$ cat src/include/boot_map_pkg.sv
package boot_map_pkg;
	// ----------------------------------------
	// Control words in data-memory space
	// ----------------------------------------
	localparam logic [13:0] ADDR_AUTOBUF_CYCLE_CLOCK_OUTPUT = 14'h3ff3;
	localparam logic [13:0] ADDR_ROM_WAIT       = 14'h3ffe;
	localparam logic [13:0] ADDR_SYS_CONTROL    = 14'h3fff;
	localparam int          CYCLE_CLOCK_OUTPUT_DIS_BIT      = 14;
	localparam int          ROM_ENABLE_BIT      = 15;
	localparam logic [15:0] AUTOBUF_RESET       = 16'h0000;
	localparam logic [15:0] ROM_WAIT_RESET      = 16'h7fff;
	localparam logic [15:0] SYS_CONTROL_RESET   = 16'h003f;
	localparam int          PM_WAIT_LSB         = 0;
	localparam int          BOOT_WAIT_LSB       = 3;
	localparam int          BOOT_PAGE_LSB       = 6;
	localparam int          FORCE_BOOT_BIT      = 9;
	// ----------------------------------------
	// Program memory map
	// ----------------------------------------
	localparam logic [13:0] RAM_LOW_END   = 14'h07ff;
	localparam logic [13:0] RAM_HIGH_BASE = 14'h3800;
	localparam logic [13:0] ROM_BASE      = 14'h0800;
	localparam logic [13:0] ROM_END       = 14'h27ff;
	localparam logic [13:0] START_RAM     = 14'h0000;
	localparam logic [13:0] START_ROM     = 14'h0800;
	// ----------------------------------------
	// Boot loader and buffering
	// ----------------------------------------
	localparam int          WORD_W        = 24;
	localparam int          RAM_ADDR_W    = 11;
	localparam int          FIFO_DEPTH    = 4;
	localparam logic [1:0]  LAST_BYTE_SEL = 2'h2;
	localparam logic [23:0] BOOT_OE       = 24'hc00000;
	localparam logic [1:0]  TGT_EXT       = 2'h0;
	localparam logic [1:0]  TGT_RAM       = 2'h1;
	localparam logic [1:0]  TGT_ROM       = 2'h2;
	typedef enum logic [2:0] {
		ST_STRAP      = 3'h0,
		ST_BOOT_RD    = 3'h1,
		ST_BOOT_GAP   = 3'h2,
		ST_BOOT_DRAIN = 3'h3,
		ST_HOST       = 3'h4,
		ST_RUN        = 3'h5,
		ST_PM_ACC     = 3'h6
	} boot_state_e;
endpackage : boot_map_pkg

$ cat src/include/word_stream_if.sv
`timescale 1ns/10ps
interface word_stream_if #(parameter int WIDTH = 8);
	logic             valid;
	logic             ready;
	logic [WIDTH-1:0] data;
	modport src (output valid, output data, input ready);
	modport snk (input valid, input data, output ready);
endinterface : word_stream_if

$ cat src/design/boot_mode_and_pm_map.sv
`timescale 1ns/10ps
module boot_mode_and_pm_map #(
	parameter int unsigned BOOT_WORDS = 2048
) (
	// Clock, reset, enable
	input  wire logic        ref_clk,
	input  wire logic        reset_n,
	input  wire logic        clk_en,
	// Strap and bus request pins
	input  wire logic        memory_map_select_pin,
	input  wire logic        boot_source_select_pin,
	input  wire logic        bus_request_n,
	// External memory bus
	output logic [13:0]      pm_address_bus,
	output logic [23:0]      pm_data_out,
	output logic [23:0]      pm_data_oe,
	input  wire logic [23:0] pm_data_in,
	output logic             program_mem_select_n,
	output logic             boot_mem_select_n,
	output logic             rd_n,
	output logic             wr_n,
	output logic             cycle_clock_output,
	// Control word port
	input  wire logic [13:0] dm_reg_addr,
	input  wire logic        dm_reg_wr,
	input  wire logic [15:0] dm_reg_wdata,
	output logic [15:0]      dm_reg_rdata,
	// Core program memory port
	input  wire logic        core_pm_req,
	input  wire logic        core_pm_we,
	input  wire logic        core_pm_is_data,
	input  wire logic [13:0] core_pm_addr,
	input  wire logic [15:0] core_pm_wdata,
	output logic             core_pm_ack,
	output logic [1:0]       core_pm_target,
	output logic [23:0]      core_pm_rdata,
	input  wire logic        px_wr,
	input  wire logic [7:0]  px_wdata,
	output logic [7:0]       pm_low_byte_extension,
	// Core sequencing
	output logic             core_master_reset,
	output logic             core_fetch_enable,
	output logic [13:0]      core_start_addr,
	// Host port boot
	output logic             host_boot_req,
	input  wire logic        host_boot_done,
	// Internal RAM loader
	output logic             ram_wr_valid,
	input  wire logic        ram_wr_ready,
	output logic [10:0]      ram_wr_addr,
	output logic [23:0]      ram_wr_data
);
	localparam int FW = boot_map_pkg::RAM_ADDR_W + boot_map_pkg::WORD_W;

	logic [1:0]                rst_sync_q;
	logic                      rst_n_q;
	boot_map_pkg::boot_state_e state_q;
	logic                      memory_map_select_pin_q;
	logic [15:0]               autobuf_q;
	logic [15:0]               rom_wait_q;
	logic [15:0]               sysctl_q;
	logic                      force_q;
	logic [2:0]                wait_cnt_q;
	logic [1:0]                byte_sel_q;
	logic [12:0]               byte_idx_q;
	logic [10:0]               word_idx_q;
	logic [2:0]                page_q;
	logic [15:0]               word_q;
	logic                      acc_we_q;
	logic                      acc_data_q;
	logic [13:0]               acc_addr_q;
	logic [23:0]               acc_wdata_q;
	logic                      strap_take;
	logic                      force_take;
	logic                      boot_begin;
	logic                      byte_end;
	logic                      word_done;
	logic                      last_word;
	logic                      ram_hit;
	logic                      rom_hit;
	logic                      pm_start;
	logic                      pm_end;
	logic                      boot_rd;
	logic [15:0]               boot_addr;

	word_stream_if #(.WIDTH(FW)) fill_s ();
	word_stream_if #(.WIDTH(FW)) drain_s ();

	// ----------------------------------------
	// Reset release
	// ----------------------------------------
	always_ff @(posedge ref_clk or negedge reset_n) begin
		if (!reset_n) begin
			rst_sync_q <= 2'h0;
		end else if (clk_en) begin
			rst_sync_q <= {rst_sync_q[0], 1'b1};
		end
	end
	assign rst_n_q           = rst_sync_q[1];
	assign core_master_reset = !rst_n_q;

	// ----------------------------------------
	// Decode
	// ----------------------------------------
	assign boot_rd    = (state_q == boot_map_pkg::ST_BOOT_RD);
	assign strap_take = (state_q == boot_map_pkg::ST_STRAP) && bus_request_n;
	assign force_take = (state_q == boot_map_pkg::ST_RUN) && force_q && !core_pm_ack;
	assign boot_begin = (strap_take && !memory_map_select_pin && !boot_source_select_pin)
		|| force_take;
	assign byte_end   = boot_rd && (wait_cnt_q == 3'h0);
	assign word_done  = byte_end && (byte_sel_q == boot_map_pkg::LAST_BYTE_SEL);
	assign last_word  = (word_idx_q == 11'(BOOT_WORDS - 1));
	assign ram_hit    = memory_map_select_pin_q ? (core_pm_addr >= boot_map_pkg::RAM_HIGH_BASE)
		: (core_pm_addr <= boot_map_pkg::RAM_LOW_END);
	assign rom_hit    = rom_wait_q[boot_map_pkg::ROM_ENABLE_BIT] && !ram_hit
		&& (core_pm_addr >= boot_map_pkg::ROM_BASE)
		&& (core_pm_addr <= boot_map_pkg::ROM_END);
	assign pm_start   = (state_q == boot_map_pkg::ST_RUN) && !force_q && core_pm_req
		&& !core_pm_ack && !ram_hit && !rom_hit;
	assign pm_end     = (state_q == boot_map_pkg::ST_PM_ACC) && (wait_cnt_q == 3'h0);
	assign boot_addr  = {page_q, byte_idx_q};

	// ----------------------------------------
	// Sequencer
	// ----------------------------------------
	always_ff @(posedge ref_clk or negedge rst_n_q) begin
		if (!rst_n_q) begin
			state_q         <= boot_map_pkg::ST_STRAP;
			memory_map_select_pin_q          <= 1'b0;
			core_start_addr <= boot_map_pkg::START_RAM;
		end else if (clk_en) begin
			case (state_q)
				boot_map_pkg::ST_STRAP: begin
					if (strap_take) begin
						memory_map_select_pin_q <= memory_map_select_pin;
						if (memory_map_select_pin) begin
							state_q         <= boot_map_pkg::ST_RUN;
							core_start_addr <= boot_source_select_pin ?
								boot_map_pkg::START_ROM : boot_map_pkg::START_RAM;
						end else if (boot_source_select_pin) begin
							state_q <= boot_map_pkg::ST_HOST;
						end else begin
							state_q <= boot_map_pkg::ST_BOOT_RD;
						end
					end
				end
				boot_map_pkg::ST_BOOT_RD: begin
					if (word_done && last_word) begin
						state_q <= boot_map_pkg::ST_BOOT_DRAIN;
					end else if (byte_end) begin
						state_q <= boot_map_pkg::ST_BOOT_GAP;
					end
				end
				// Next byte only once a word slot is free, so the push never stalls
				boot_map_pkg::ST_BOOT_GAP: begin
					if (fill_s.ready) begin
						state_q <= boot_map_pkg::ST_BOOT_RD;
					end
				end
				boot_map_pkg::ST_BOOT_DRAIN: begin
					if (!drain_s.valid) begin
						state_q         <= boot_map_pkg::ST_RUN;
						core_start_addr <= boot_map_pkg::START_RAM;
					end
				end
				boot_map_pkg::ST_HOST: begin
					if (host_boot_done) begin
						state_q         <= boot_map_pkg::ST_RUN;
						core_start_addr <= boot_map_pkg::START_RAM;
					end
				end
				boot_map_pkg::ST_RUN: begin
					if (force_take) begin
						state_q <= boot_map_pkg::ST_BOOT_RD;
					end else if (pm_start) begin
						state_q <= boot_map_pkg::ST_PM_ACC;
					end
				end
				boot_map_pkg::ST_PM_ACC: begin
					if (pm_end) begin
						state_q <= boot_map_pkg::ST_RUN;
					end
				end
				default: begin
					state_q <= boot_map_pkg::ST_STRAP;
				end
			endcase
		end
	end
	assign core_fetch_enable = (state_q == boot_map_pkg::ST_RUN)
		|| (state_q == boot_map_pkg::ST_PM_ACC);
	assign host_boot_req     = (state_q == boot_map_pkg::ST_HOST);

	// ----------------------------------------
	// Wait states
	// ----------------------------------------
	always_ff @(posedge ref_clk or negedge rst_n_q) begin
		if (!rst_n_q) begin
			wait_cnt_q <= 3'h0;
		end else if (clk_en) begin
			if (boot_begin || (state_q == boot_map_pkg::ST_BOOT_GAP && fill_s.ready)) begin
				wait_cnt_q <= sysctl_q[boot_map_pkg::BOOT_WAIT_LSB +: 3];
			end else if (pm_start) begin
				wait_cnt_q <= sysctl_q[boot_map_pkg::PM_WAIT_LSB +: 3];
			end else if (wait_cnt_q != 3'h0) begin
				wait_cnt_q <= wait_cnt_q - 3'h1;
			end
		end
	end

	// ----------------------------------------
	// Boot byte assembly
	// ----------------------------------------
	always_ff @(posedge ref_clk or negedge rst_n_q) begin
		if (!rst_n_q) begin
			byte_sel_q <= 2'h0;
			byte_idx_q <= 13'h0;
			word_idx_q <= 11'h0;
			page_q     <= 3'h0;
			word_q     <= 16'h0;
		end else if (clk_en) begin
			if (boot_begin) begin
				byte_sel_q <= 2'h0;
				byte_idx_q <= 13'h0;
				word_idx_q <= 11'h0;
				page_q     <= sysctl_q[boot_map_pkg::BOOT_PAGE_LSB +: 3];
			end else if (byte_end) begin
				word_q     <= {word_q[7:0], pm_data_in[15:8]};
				byte_idx_q <= byte_idx_q + 13'h1;
				byte_sel_q <= word_done ? 2'h0 : byte_sel_q + 2'h1;
				if (word_done) begin
					word_idx_q <= word_idx_q + 11'h1;
				end
			end
		end
	end
	assign fill_s.valid = word_done;
	assign fill_s.data  = {word_idx_q, word_q, pm_data_in[15:8]};

	// Depth hides short RAM stalls without slowing the byte reads
	word_fifo #(
		.WIDTH (FW),
		.DEPTH (boot_map_pkg::FIFO_DEPTH)
	) u_word_fifo (
		.clk    (ref_clk),
		.rst_n  (rst_n_q),
		.clk_en (clk_en),
		.in_s   (fill_s),
		.out_s  (drain_s)
	);
	assign ram_wr_valid  = drain_s.valid;
	assign drain_s.ready = ram_wr_ready;
	assign ram_wr_addr   = drain_s.data[FW-1 -: boot_map_pkg::RAM_ADDR_W];
	assign ram_wr_data   = drain_s.data[boot_map_pkg::WORD_W-1:0];

	// ----------------------------------------
	// External program access
	// ----------------------------------------
	always_ff @(posedge ref_clk or negedge rst_n_q) begin
		if (!rst_n_q) begin
			acc_we_q              <= 1'b0;
			acc_data_q            <= 1'b0;
			acc_addr_q            <= 14'h0;
			acc_wdata_q           <= 24'h0;
			core_pm_ack           <= 1'b0;
			core_pm_target        <= boot_map_pkg::TGT_EXT;
			core_pm_rdata         <= 24'h0;
			pm_low_byte_extension <= 8'h0;
		end else if (clk_en) begin
			core_pm_ack <= pm_end || ((state_q == boot_map_pkg::ST_RUN) && !force_q
				&& core_pm_req && !core_pm_ack && (ram_hit || rom_hit));
			if (state_q == boot_map_pkg::ST_RUN && core_pm_req) begin
				core_pm_target <= ram_hit ? boot_map_pkg::TGT_RAM :
					(rom_hit ? boot_map_pkg::TGT_ROM : boot_map_pkg::TGT_EXT);
			end
			if (pm_start) begin
				acc_we_q    <= core_pm_we;
				acc_data_q  <= core_pm_is_data;
				acc_addr_q  <= core_pm_addr;
				acc_wdata_q <= {core_pm_wdata, pm_low_byte_extension};
			end
			if (pm_end && !acc_we_q) begin
				core_pm_rdata <= pm_data_in;
			end
			if (pm_end && !acc_we_q && acc_data_q) begin
				pm_low_byte_extension <= pm_data_in[7:0];
			end else if (px_wr) begin
				pm_low_byte_extension <= px_wdata;
			end
		end
	end

	// Strobes only ever appear inside a select window
	assign boot_mem_select_n    = !boot_rd;
	assign program_mem_select_n = (state_q != boot_map_pkg::ST_PM_ACC);
	assign rd_n                 = !(boot_rd || (!program_mem_select_n && !acc_we_q));
	assign wr_n                 = !(!program_mem_select_n && acc_we_q);
	assign pm_address_bus       = boot_rd ? boot_addr[13:0] : acc_addr_q;
	assign pm_data_out          = boot_rd ? {boot_addr[15:14], 22'h0} : acc_wdata_q;
	assign pm_data_oe           = boot_rd ? boot_map_pkg::BOOT_OE
		: {24{!program_mem_select_n && acc_we_q}};
	// Gated copy of the cycle clock; a flop could only give half rate
	assign cycle_clock_output   = ref_clk && !autobuf_q[boot_map_pkg::CYCLE_CLOCK_OUTPUT_DIS_BIT];

	// ----------------------------------------
	// Control words
	// ----------------------------------------
	always_ff @(posedge ref_clk or negedge rst_n_q) begin
		if (!rst_n_q) begin
			autobuf_q  <= boot_map_pkg::AUTOBUF_RESET;
			rom_wait_q <= boot_map_pkg::ROM_WAIT_RESET;
			sysctl_q   <= boot_map_pkg::SYS_CONTROL_RESET;
			force_q    <= 1'b0;
		end else if (clk_en) begin
			if (dm_reg_wr && dm_reg_addr == boot_map_pkg::ADDR_AUTOBUF_CYCLE_CLOCK_OUTPUT) begin
				autobuf_q <= dm_reg_wdata;
			end
			if (strap_take) begin
				rom_wait_q[boot_map_pkg::ROM_ENABLE_BIT] <= memory_map_select_pin
					&& boot_source_select_pin;
			end else if (dm_reg_wr && dm_reg_addr == boot_map_pkg::ADDR_ROM_WAIT) begin
				rom_wait_q <= dm_reg_wdata;
			end
			if (dm_reg_wr && dm_reg_addr == boot_map_pkg::ADDR_SYS_CONTROL) begin
				sysctl_q <= {7'h0, dm_reg_wdata[8:0]};
			end
			// A new force request wins over the clear of the one being taken
			if (dm_reg_wr && dm_reg_addr == boot_map_pkg::ADDR_SYS_CONTROL
				&& dm_reg_wdata[boot_map_pkg::FORCE_BOOT_BIT]) begin
				force_q <= 1'b1;
			end else if (force_take) begin
				force_q <= 1'b0;
			end
		end
	end

	always_ff @(posedge ref_clk or negedge rst_n_q) begin
		if (!rst_n_q) begin
			dm_reg_rdata <= 16'h0;
		end else if (clk_en) begin
			case (dm_reg_addr)
				boot_map_pkg::ADDR_AUTOBUF_CYCLE_CLOCK_OUTPUT: dm_reg_rdata <= autobuf_q;
				boot_map_pkg::ADDR_ROM_WAIT:       dm_reg_rdata <= rom_wait_q;
				boot_map_pkg::ADDR_SYS_CONTROL: begin
					dm_reg_rdata <= {6'h0, force_q || !core_fetch_enable, sysctl_q[8:0]};
				end
				default:                           dm_reg_rdata <= 16'h0;
			endcase
		end
	end

	// ----------------------------------------
	// Checks
	// ----------------------------------------
	logic [3:0] boot_len_q;
	logic [3:0] pm_len_q;
	always_ff @(posedge ref_clk or negedge rst_n_q) begin
		if (!rst_n_q) begin
			boot_len_q <= 4'h0;
			pm_len_q   <= 4'h0;
		end else if (clk_en) begin
			boot_len_q <= boot_mem_select_n ? 4'h0 : boot_len_q + 4'h1;
			pm_len_q   <= program_mem_select_n ? 4'h0 : pm_len_q + 4'h1;
		end
	end
endmodule : boot_mode_and_pm_map

$ cat src/design/word_fifo.sv
`timescale 1ns/10ps
module word_fifo #(
	parameter int WIDTH = 8,
	parameter int DEPTH = 4
) (
	// Clock and reset
	input wire logic    clk,
	input wire logic    rst_n,
	input wire logic    clk_en,
	// Streams
	word_stream_if.snk  in_s,
	word_stream_if.src  out_s
);
	localparam int PW = $clog2(DEPTH);
	logic [WIDTH-1:0] mem [DEPTH];
	logic [PW-1:0]    wr_ptr_q;
	logic [PW-1:0]    rd_ptr_q;
	logic [PW:0]      count_q;
	logic             push;
	logic             pop;

	assign in_s.ready  = (count_q != (PW+1)'(DEPTH));
	assign out_s.valid = (count_q != '0);
	assign out_s.data  = mem[rd_ptr_q];
	assign push        = clk_en && in_s.valid && in_s.ready;
	assign pop         = clk_en && out_s.valid && out_s.ready;

	// ----------------------------------------
	// Storage, no reset needed on data
	// ----------------------------------------
	always_ff @(posedge clk) begin
		if (push) begin
			mem[wr_ptr_q] <= in_s.data;
		end
	end

	always_ff @(posedge clk or negedge rst_n) begin
		if (!rst_n) begin
			wr_ptr_q <= '0;
			rd_ptr_q <= '0;
			count_q  <= '0;
		end else begin
			if (push) begin
				wr_ptr_q <= (wr_ptr_q == PW'(DEPTH-1)) ? '0 : wr_ptr_q + 1'b1;
			end
			if (pop) begin
				rd_ptr_q <= (rd_ptr_q == PW'(DEPTH-1)) ? '0 : rd_ptr_q + 1'b1;
			end
			if (push && !pop) begin
				count_q <= count_q + 1'b1;
			end else if (pop && !push) begin
				count_q <= count_q - 1'b1;
			end
		end
	end
endmodule : word_fifo

$ cat config.mk
export PLATFORM = sky130hd
export DESIGN_NAME = boot_mode_and_pm_map
export DESIGN_NICKNAME = d
export VERILOG_FILES = /design/src/include/boot_map_pkg.sv /design/src/include/word_stream_if.sv /design/src/design/boot_mode_and_pm_map.sv /design/src/design/word_fifo.sv
export SDC_FILE = /design/constraint.sdc
export NUM_CORES = 1
export LEC_CHECK = 0
export BUFFER_PORTS_ARGS = -buffer_cell sky130_fd_sc_hd__buf_2
export CAP_MARGIN = 20
export CORE_AREA = 2 2 253 180
export CTS_CLUSTER_SIZE = 16
export DETAILED_ROUTE_END_ITERATION = 16
export DIE_AREA = 0 0 255 182
export PLACE_DENSITY_LB_ADDON = 0.08
export SYNTH_ARGS = -nofsm -noshare
export SYNTH_HDL_FRONTEND = slang
export SYNTH_HIERARCHICAL = 1
export SYNTH_SLANG_ARGS = --single-unit
$ cat constraint.sdc
create_clock -name ref_clk -period 8.19 [get_ports ref_clk]
set_clock_uncertainty 0.2 [all_clocks]
set_input_delay 2.457 -clock ref_clk [delete_from_list [all_inputs] [get_ports ref_clk]]
set_output_delay 2.457 -clock ref_clk [all_outputs]
set_load 0.1 [all_outputs]
## Yosys cells after proc, flatten, opt, wreduce, memory -nomap -nowiden

Memory sizes are Yosys's and may differ from the RTL's.
Index checks and enable logic that the tools add are counted.

- Magnitude comparators: 4
- Bitwise gates (word level): 2
- Mux-type cells: 48
- Equality and inequality tests: 23
- Add/subtract/negate cells: 8
- Reduce and logical (&&, ||, !) cells: 88

Operators with widths:

| operator | count |
|---|---|
| 14-bit two-way mux | 5 |
| 24-bit two-way mux | 2 |
| 3-bit two-way mux | 16 |
| 16-bit one-hot mux with 3 select lines | 1 |
| 14-bit equality test, second input constant | 3 |
| 14-bit one-hot mux with 3 select lines | 1 |
| 1-bit logical AND | 36 |
| 11-bit two-way mux | 3 |
| 13-bit two-way mux | 2 |
| 2-bit AND reduction | 11 |
| 3-bit one-hot mux with 7 select lines | 1 |
| 1-bit zero test | 16 |
| 16-bit two-way mux | 1 |
| 8-bit two-way mux | 2 |
| 14-bit by 12-bit greater-or-equal comparator with 1-bit output, second input constant | 1 |
| 14-bit greater-or-equal comparator, second input constant | 1 |
| 14-bit by 11-bit less-or-equal comparator with 1-bit output, second input constant | 1 |
| 14-bit less-or-equal comparator, second input constant | 1 |
| 2-bit two-way mux | 7 |
| 13-bit by 1-bit adder with 13-bit output, second input constant | 1 |
| 12-bit two-way mux | 1 |
| 3-bit AND reduction | 4 |
| 2-bit nonzero test | 6 |
| 3-bit nonzero test | 4 |
| 19 further kinds | 46 |

- Output and inout bits: 171
- Memory bits (writable): 140
- Register bits after elaboration: 208
- Memories kept: 1
- Bits of input ports: 105

Memory list:

| memory | words | bits a word | read ports | clocked after Yosys merged registers in | wr ports | line | RTL |
|---|---|---|---|---|---|---|---|
| u_word_fifo.mem | 4 | 35 | 1 | 0 | 1 | word_fifo.sv:15 | `logic [WIDTH-1:0] mem [DEPTH];` |

## Depth between registers and ports, before layout

- Word-level depth: 11
- Gate-level depth with buffers: 13
- Depth with buffers taken out: 13

## By module

The synthesis kept the hierarchy.

Modules (own cells, without submodules):

| module | area an instance (sq um) | sequential area each (sq um) | cells an instance | instances |
|---|---|---|---|---|
| boot_mode_and_pm_map | 8,789.7 | 4,730.8 | 814 | 1 |
| word_fifo | 5,551.6 | 4,379.2 | 221 | 1 |

==> flow_summary.ini <==
[cells_and_area]
share_of_layout_cells_above_drive_strength_1 = 0.390
mostFrequentLayoutCells = 262 x sky130_fd_sc_hd__buf_2, 172 x sky130_fd_sc_hd__dfrtp_1, 142 x sky130_fd_sc_hd__nand2_1, 140 x sky130_fd_sc_hd__edfxtp_1, 113 x sky130_fd_sc_hd__mux2_2
fillCellCount = 4300
antenna_cells_inserted = 0
area_taken_by_multi_input_logic_gates_um2 = 4730
flow.area_growth_from_synthesis_pct = 20.8
nets = 1400
layout.cells.most_common = sky130_fd_sc_hd__buf_2
seqCellArea_um2 = 9110

[pwr]
net-switching-power_uw = 3690
p_seq_frac = 0.300
leakage_uw = 0.00757
intPower_uw = 3690
clockPowerShare = 0.238
ir_worst_vdd_mv = 0.415
pwr_density_cell_nw_per_um2 = 426
sw_frac_of_total = 0.500
comb_power_share = 0.461

[timing]
worst_pin_slew_ps = 1090
slew_hr = 0.272
fin_ws_ps = 787
slew_violations = 0
setup_total_negative_slack_ps = 0
grt_setup_unrepaired = false
timing.final.setup_violations = 0
finalHoldViolations = 0

[global_routing]
grt_antenna_before_repair = 3
number_of_global_route_vias_before_repair = 9257
first_pass_grt_wire_length_um = 56400
grt_max_degree = 145
global_route.usage.total = 0.160
globalRoute.totalOverflow = 0

[worst_setup_path]
crit_type = clock port to output pin
critical_path.top_delay_family = buffers and inverters
endpoint_kind = output pin
worstReg2RegEnd = u_word_fifo/mem[1][17]
ff2ff_setup_slack_ps = 4570
sum_of_buffers_and_inverters_on_the_critical_path = 3
startpoint_of_the_worst_register_to_register_path = state_q[0]
worst_path_max_delay_cell = sky130_fd_sc_hd__buf_2
path_cells = clkbuf_16, clkbuf_16, nor2b_1, buf_2
worst-endpoint-required_ps = 5530
worstRegToRegCells = 8
setup.worst_path.start_class = clock port
maximum_fanout_encountered_on_the_critical_timing_path = 2
cpPeakStageDelay_ps = 280
crit_path_frequent_cell = sky130_fd_sc_hd__clkbuf_16
worst_ep_arrival_time_ps = 4750

[route]
viasPerCell = 4.71
detail-route-antenna-nets = 0
drt_iter0_drc = 487
detailedRoute.firstPassIterationCount = 4
vias = 9013
routed_wirelength_um = 36400
routed_wire_length_per_instance_um = 19.0
drcViolationCount = 0

[clock_network]
post_cts.repair.setup_buffers = 0
worstSkewPairLatency_ps = 650
cts.clk_slew.worst_paths_ps = 60
holdBufCountCts = 0
cts_tree = yes
ctsResizeCount = 0

[flow_run]
max-cap-violations = 0

[synth]
largest_family_of_logic_cells_by_synthesized_area = multiplexers
post_synth_inst_count = 1035
synth_edf_count = 140
synth_compound_gate_area_share = 0.0646
synthDistinctLibCells = 62
ys.warnings.count = 6
ys_async_rst_share = 0.582
post_synth_mux_area_share = 0.148
synth.cell_area_um2 = 14300
ys_dominant_reg_cell = sky130_fd_sc_hd__dfrtp_1
synthSimpleGateAreaFrac = 0.0953
count_of_state_elements_after_synthesis = 335
synth_area_per_cell_um2 = 13.9
synthAdderAreaFrac = 0.0101
synth_sequential_area_ratio = 0.635
yosys.area_share.xor_xnor = 0.00611

[die]
rows = 65
coreArea_um2 = 44300
floorplan.die.width_um = 255
floorplan.initialDensity = 0.324
ioPinCount = 276
die_h_um = 182
die_area_um2 = 46400

[placed_design]
dp_hpwl_um = 23600
post-place-ws_ps = 1060
numPortBuffers = 262
place_congestion = 0.737

[run_status]
outcome = complete, no violations

[hold_path]
worst_hold_path_type = flip-flop to asynchronous set/reset pin
[cell usage after synthesis (all sizes together) (6+ instances only)]
master | instances | area [µm²]
dfrtp | 174 | 4350
nand2 | 142 | 533
edfxtp | 140 | 4200
mux2 | 114 | 1280
buf | 62 | 453
nor2 | 50 | 190
o21ai | 40 | 200
mux4 | 35 | 815
a21oi | 32 | 164
and2 | 30 | 188
dfstp | 21 | 552
nand3 | 18 | 105
clkbuf | 16 | 60.1
inv | 16 | 60.1
o2bb2ai | 15 | 131
a22o | 11 | 96.3
a31oi | 10 | 62.6
ha | 10 | 125
or3 | 9 | 61.3
o22ai | 8 | 50.1
a22oi | 7 | 52.6
nand4 | 7 | 43.8
nor2b | 6 | 37.5
xnor2 | 6 | 52.6
[worst reg2reg max path, delay by kind of cell, from the launching register on]
kind	cells	cell delay, ps
and+or+nand+nor	4	1440
buffers and inverters	3	640
DFF	1	630
AOI/OAI and AO/OA	1	300
[per-stage QoR]
step / instance area [µm²] / hold slack (ps) / cells / utilization / power, µW
global placement: 16100 / 228 / 1845 / 0.362 / 5720
global route: 17300 / 258 / 1915 / 0.391 / 7710
floorplan: 14400 / 237 / 1047 / - / 5190
finish: 17300 / 195 / 1915 / 0.391 / 7380
detailed placement: 16100 / 217 / 1845 / 0.362 / 5730
CTS: 17300 / 222 / 1915 / 0.391 / 7480
[cells by family after synthesis]
kind of cell | Yosys count
simple gates | 291
buf+inv | 94
flops | 335
mux | 152
other cells | 1
fa+ha+maj | 11
compound gates | 141
xor+xnor | 10
[worst max path at each step]
stage,endpoint,depth (start not counted),slack (ps),startpoint
floorplan,cycle_clock_output,1,1000,ref_clk
global placement,cycle_clock_output,2,1060,ref_clk
detailed placement,cycle_clock_output,2,1060,ref_clk
CTS,cycle_clock_output,4,780,ref_clk
global route,cycle_clock_output,4,770,ref_clk
finish,cycle_clock_output,4,790,ref_clk
[state kept, by name, indices dropped and copies added (netlist names), 9 cells and up]
name             flops
word_idx_q          11
sysctl_q             9
autobuf_q           16
dm_reg_rdata        16
rom_wait_q          16
word_q              16
core_pm_rdata       24
acc_addr_q          14
u_word_fifo/mem    140
acc_wdata_q         24
byte_idx_q          13
[metal layers]
| layer | track usage | vias to the layer above | wire (µm) |
|---|---|---|---|
| met5 | 0 | - | 36 |
| met4 | 0.0473 | 6 | 773 |
| met3 | 0.0361 | 65 | 1760 |
| met2 | 0.235 | 188 | 16200 |
| met1 | 0.233 | 4509 | 17600 |
| li1 | - | 4245 | - |
[power groups by stage]
stage | Clock (µW) | Combinational (µW) | Sequential [µW]
after floorplan | 41.8 | 2520 | 2630
after global placement | 46.1 | 3430 | 2240
after detailed placement | 46.1 | 3440 | 2250
after CTS | 1820 | 3440 | 2220
after global routing | 1890 | 3560 | 2260
final | 1760 | 3400 | 2220
[area by class of cell]
cell class	instances	share of cell area
clock inverters	11	0.00455
repair buffers	272	0.0809
multi-input cells	618	0.273
well taps	603	0.0435
inverters	16	0.00347
flip-flops and latches	335	0.526
clock buffers	60	0.0687
(Power assumes the default switching activity.)
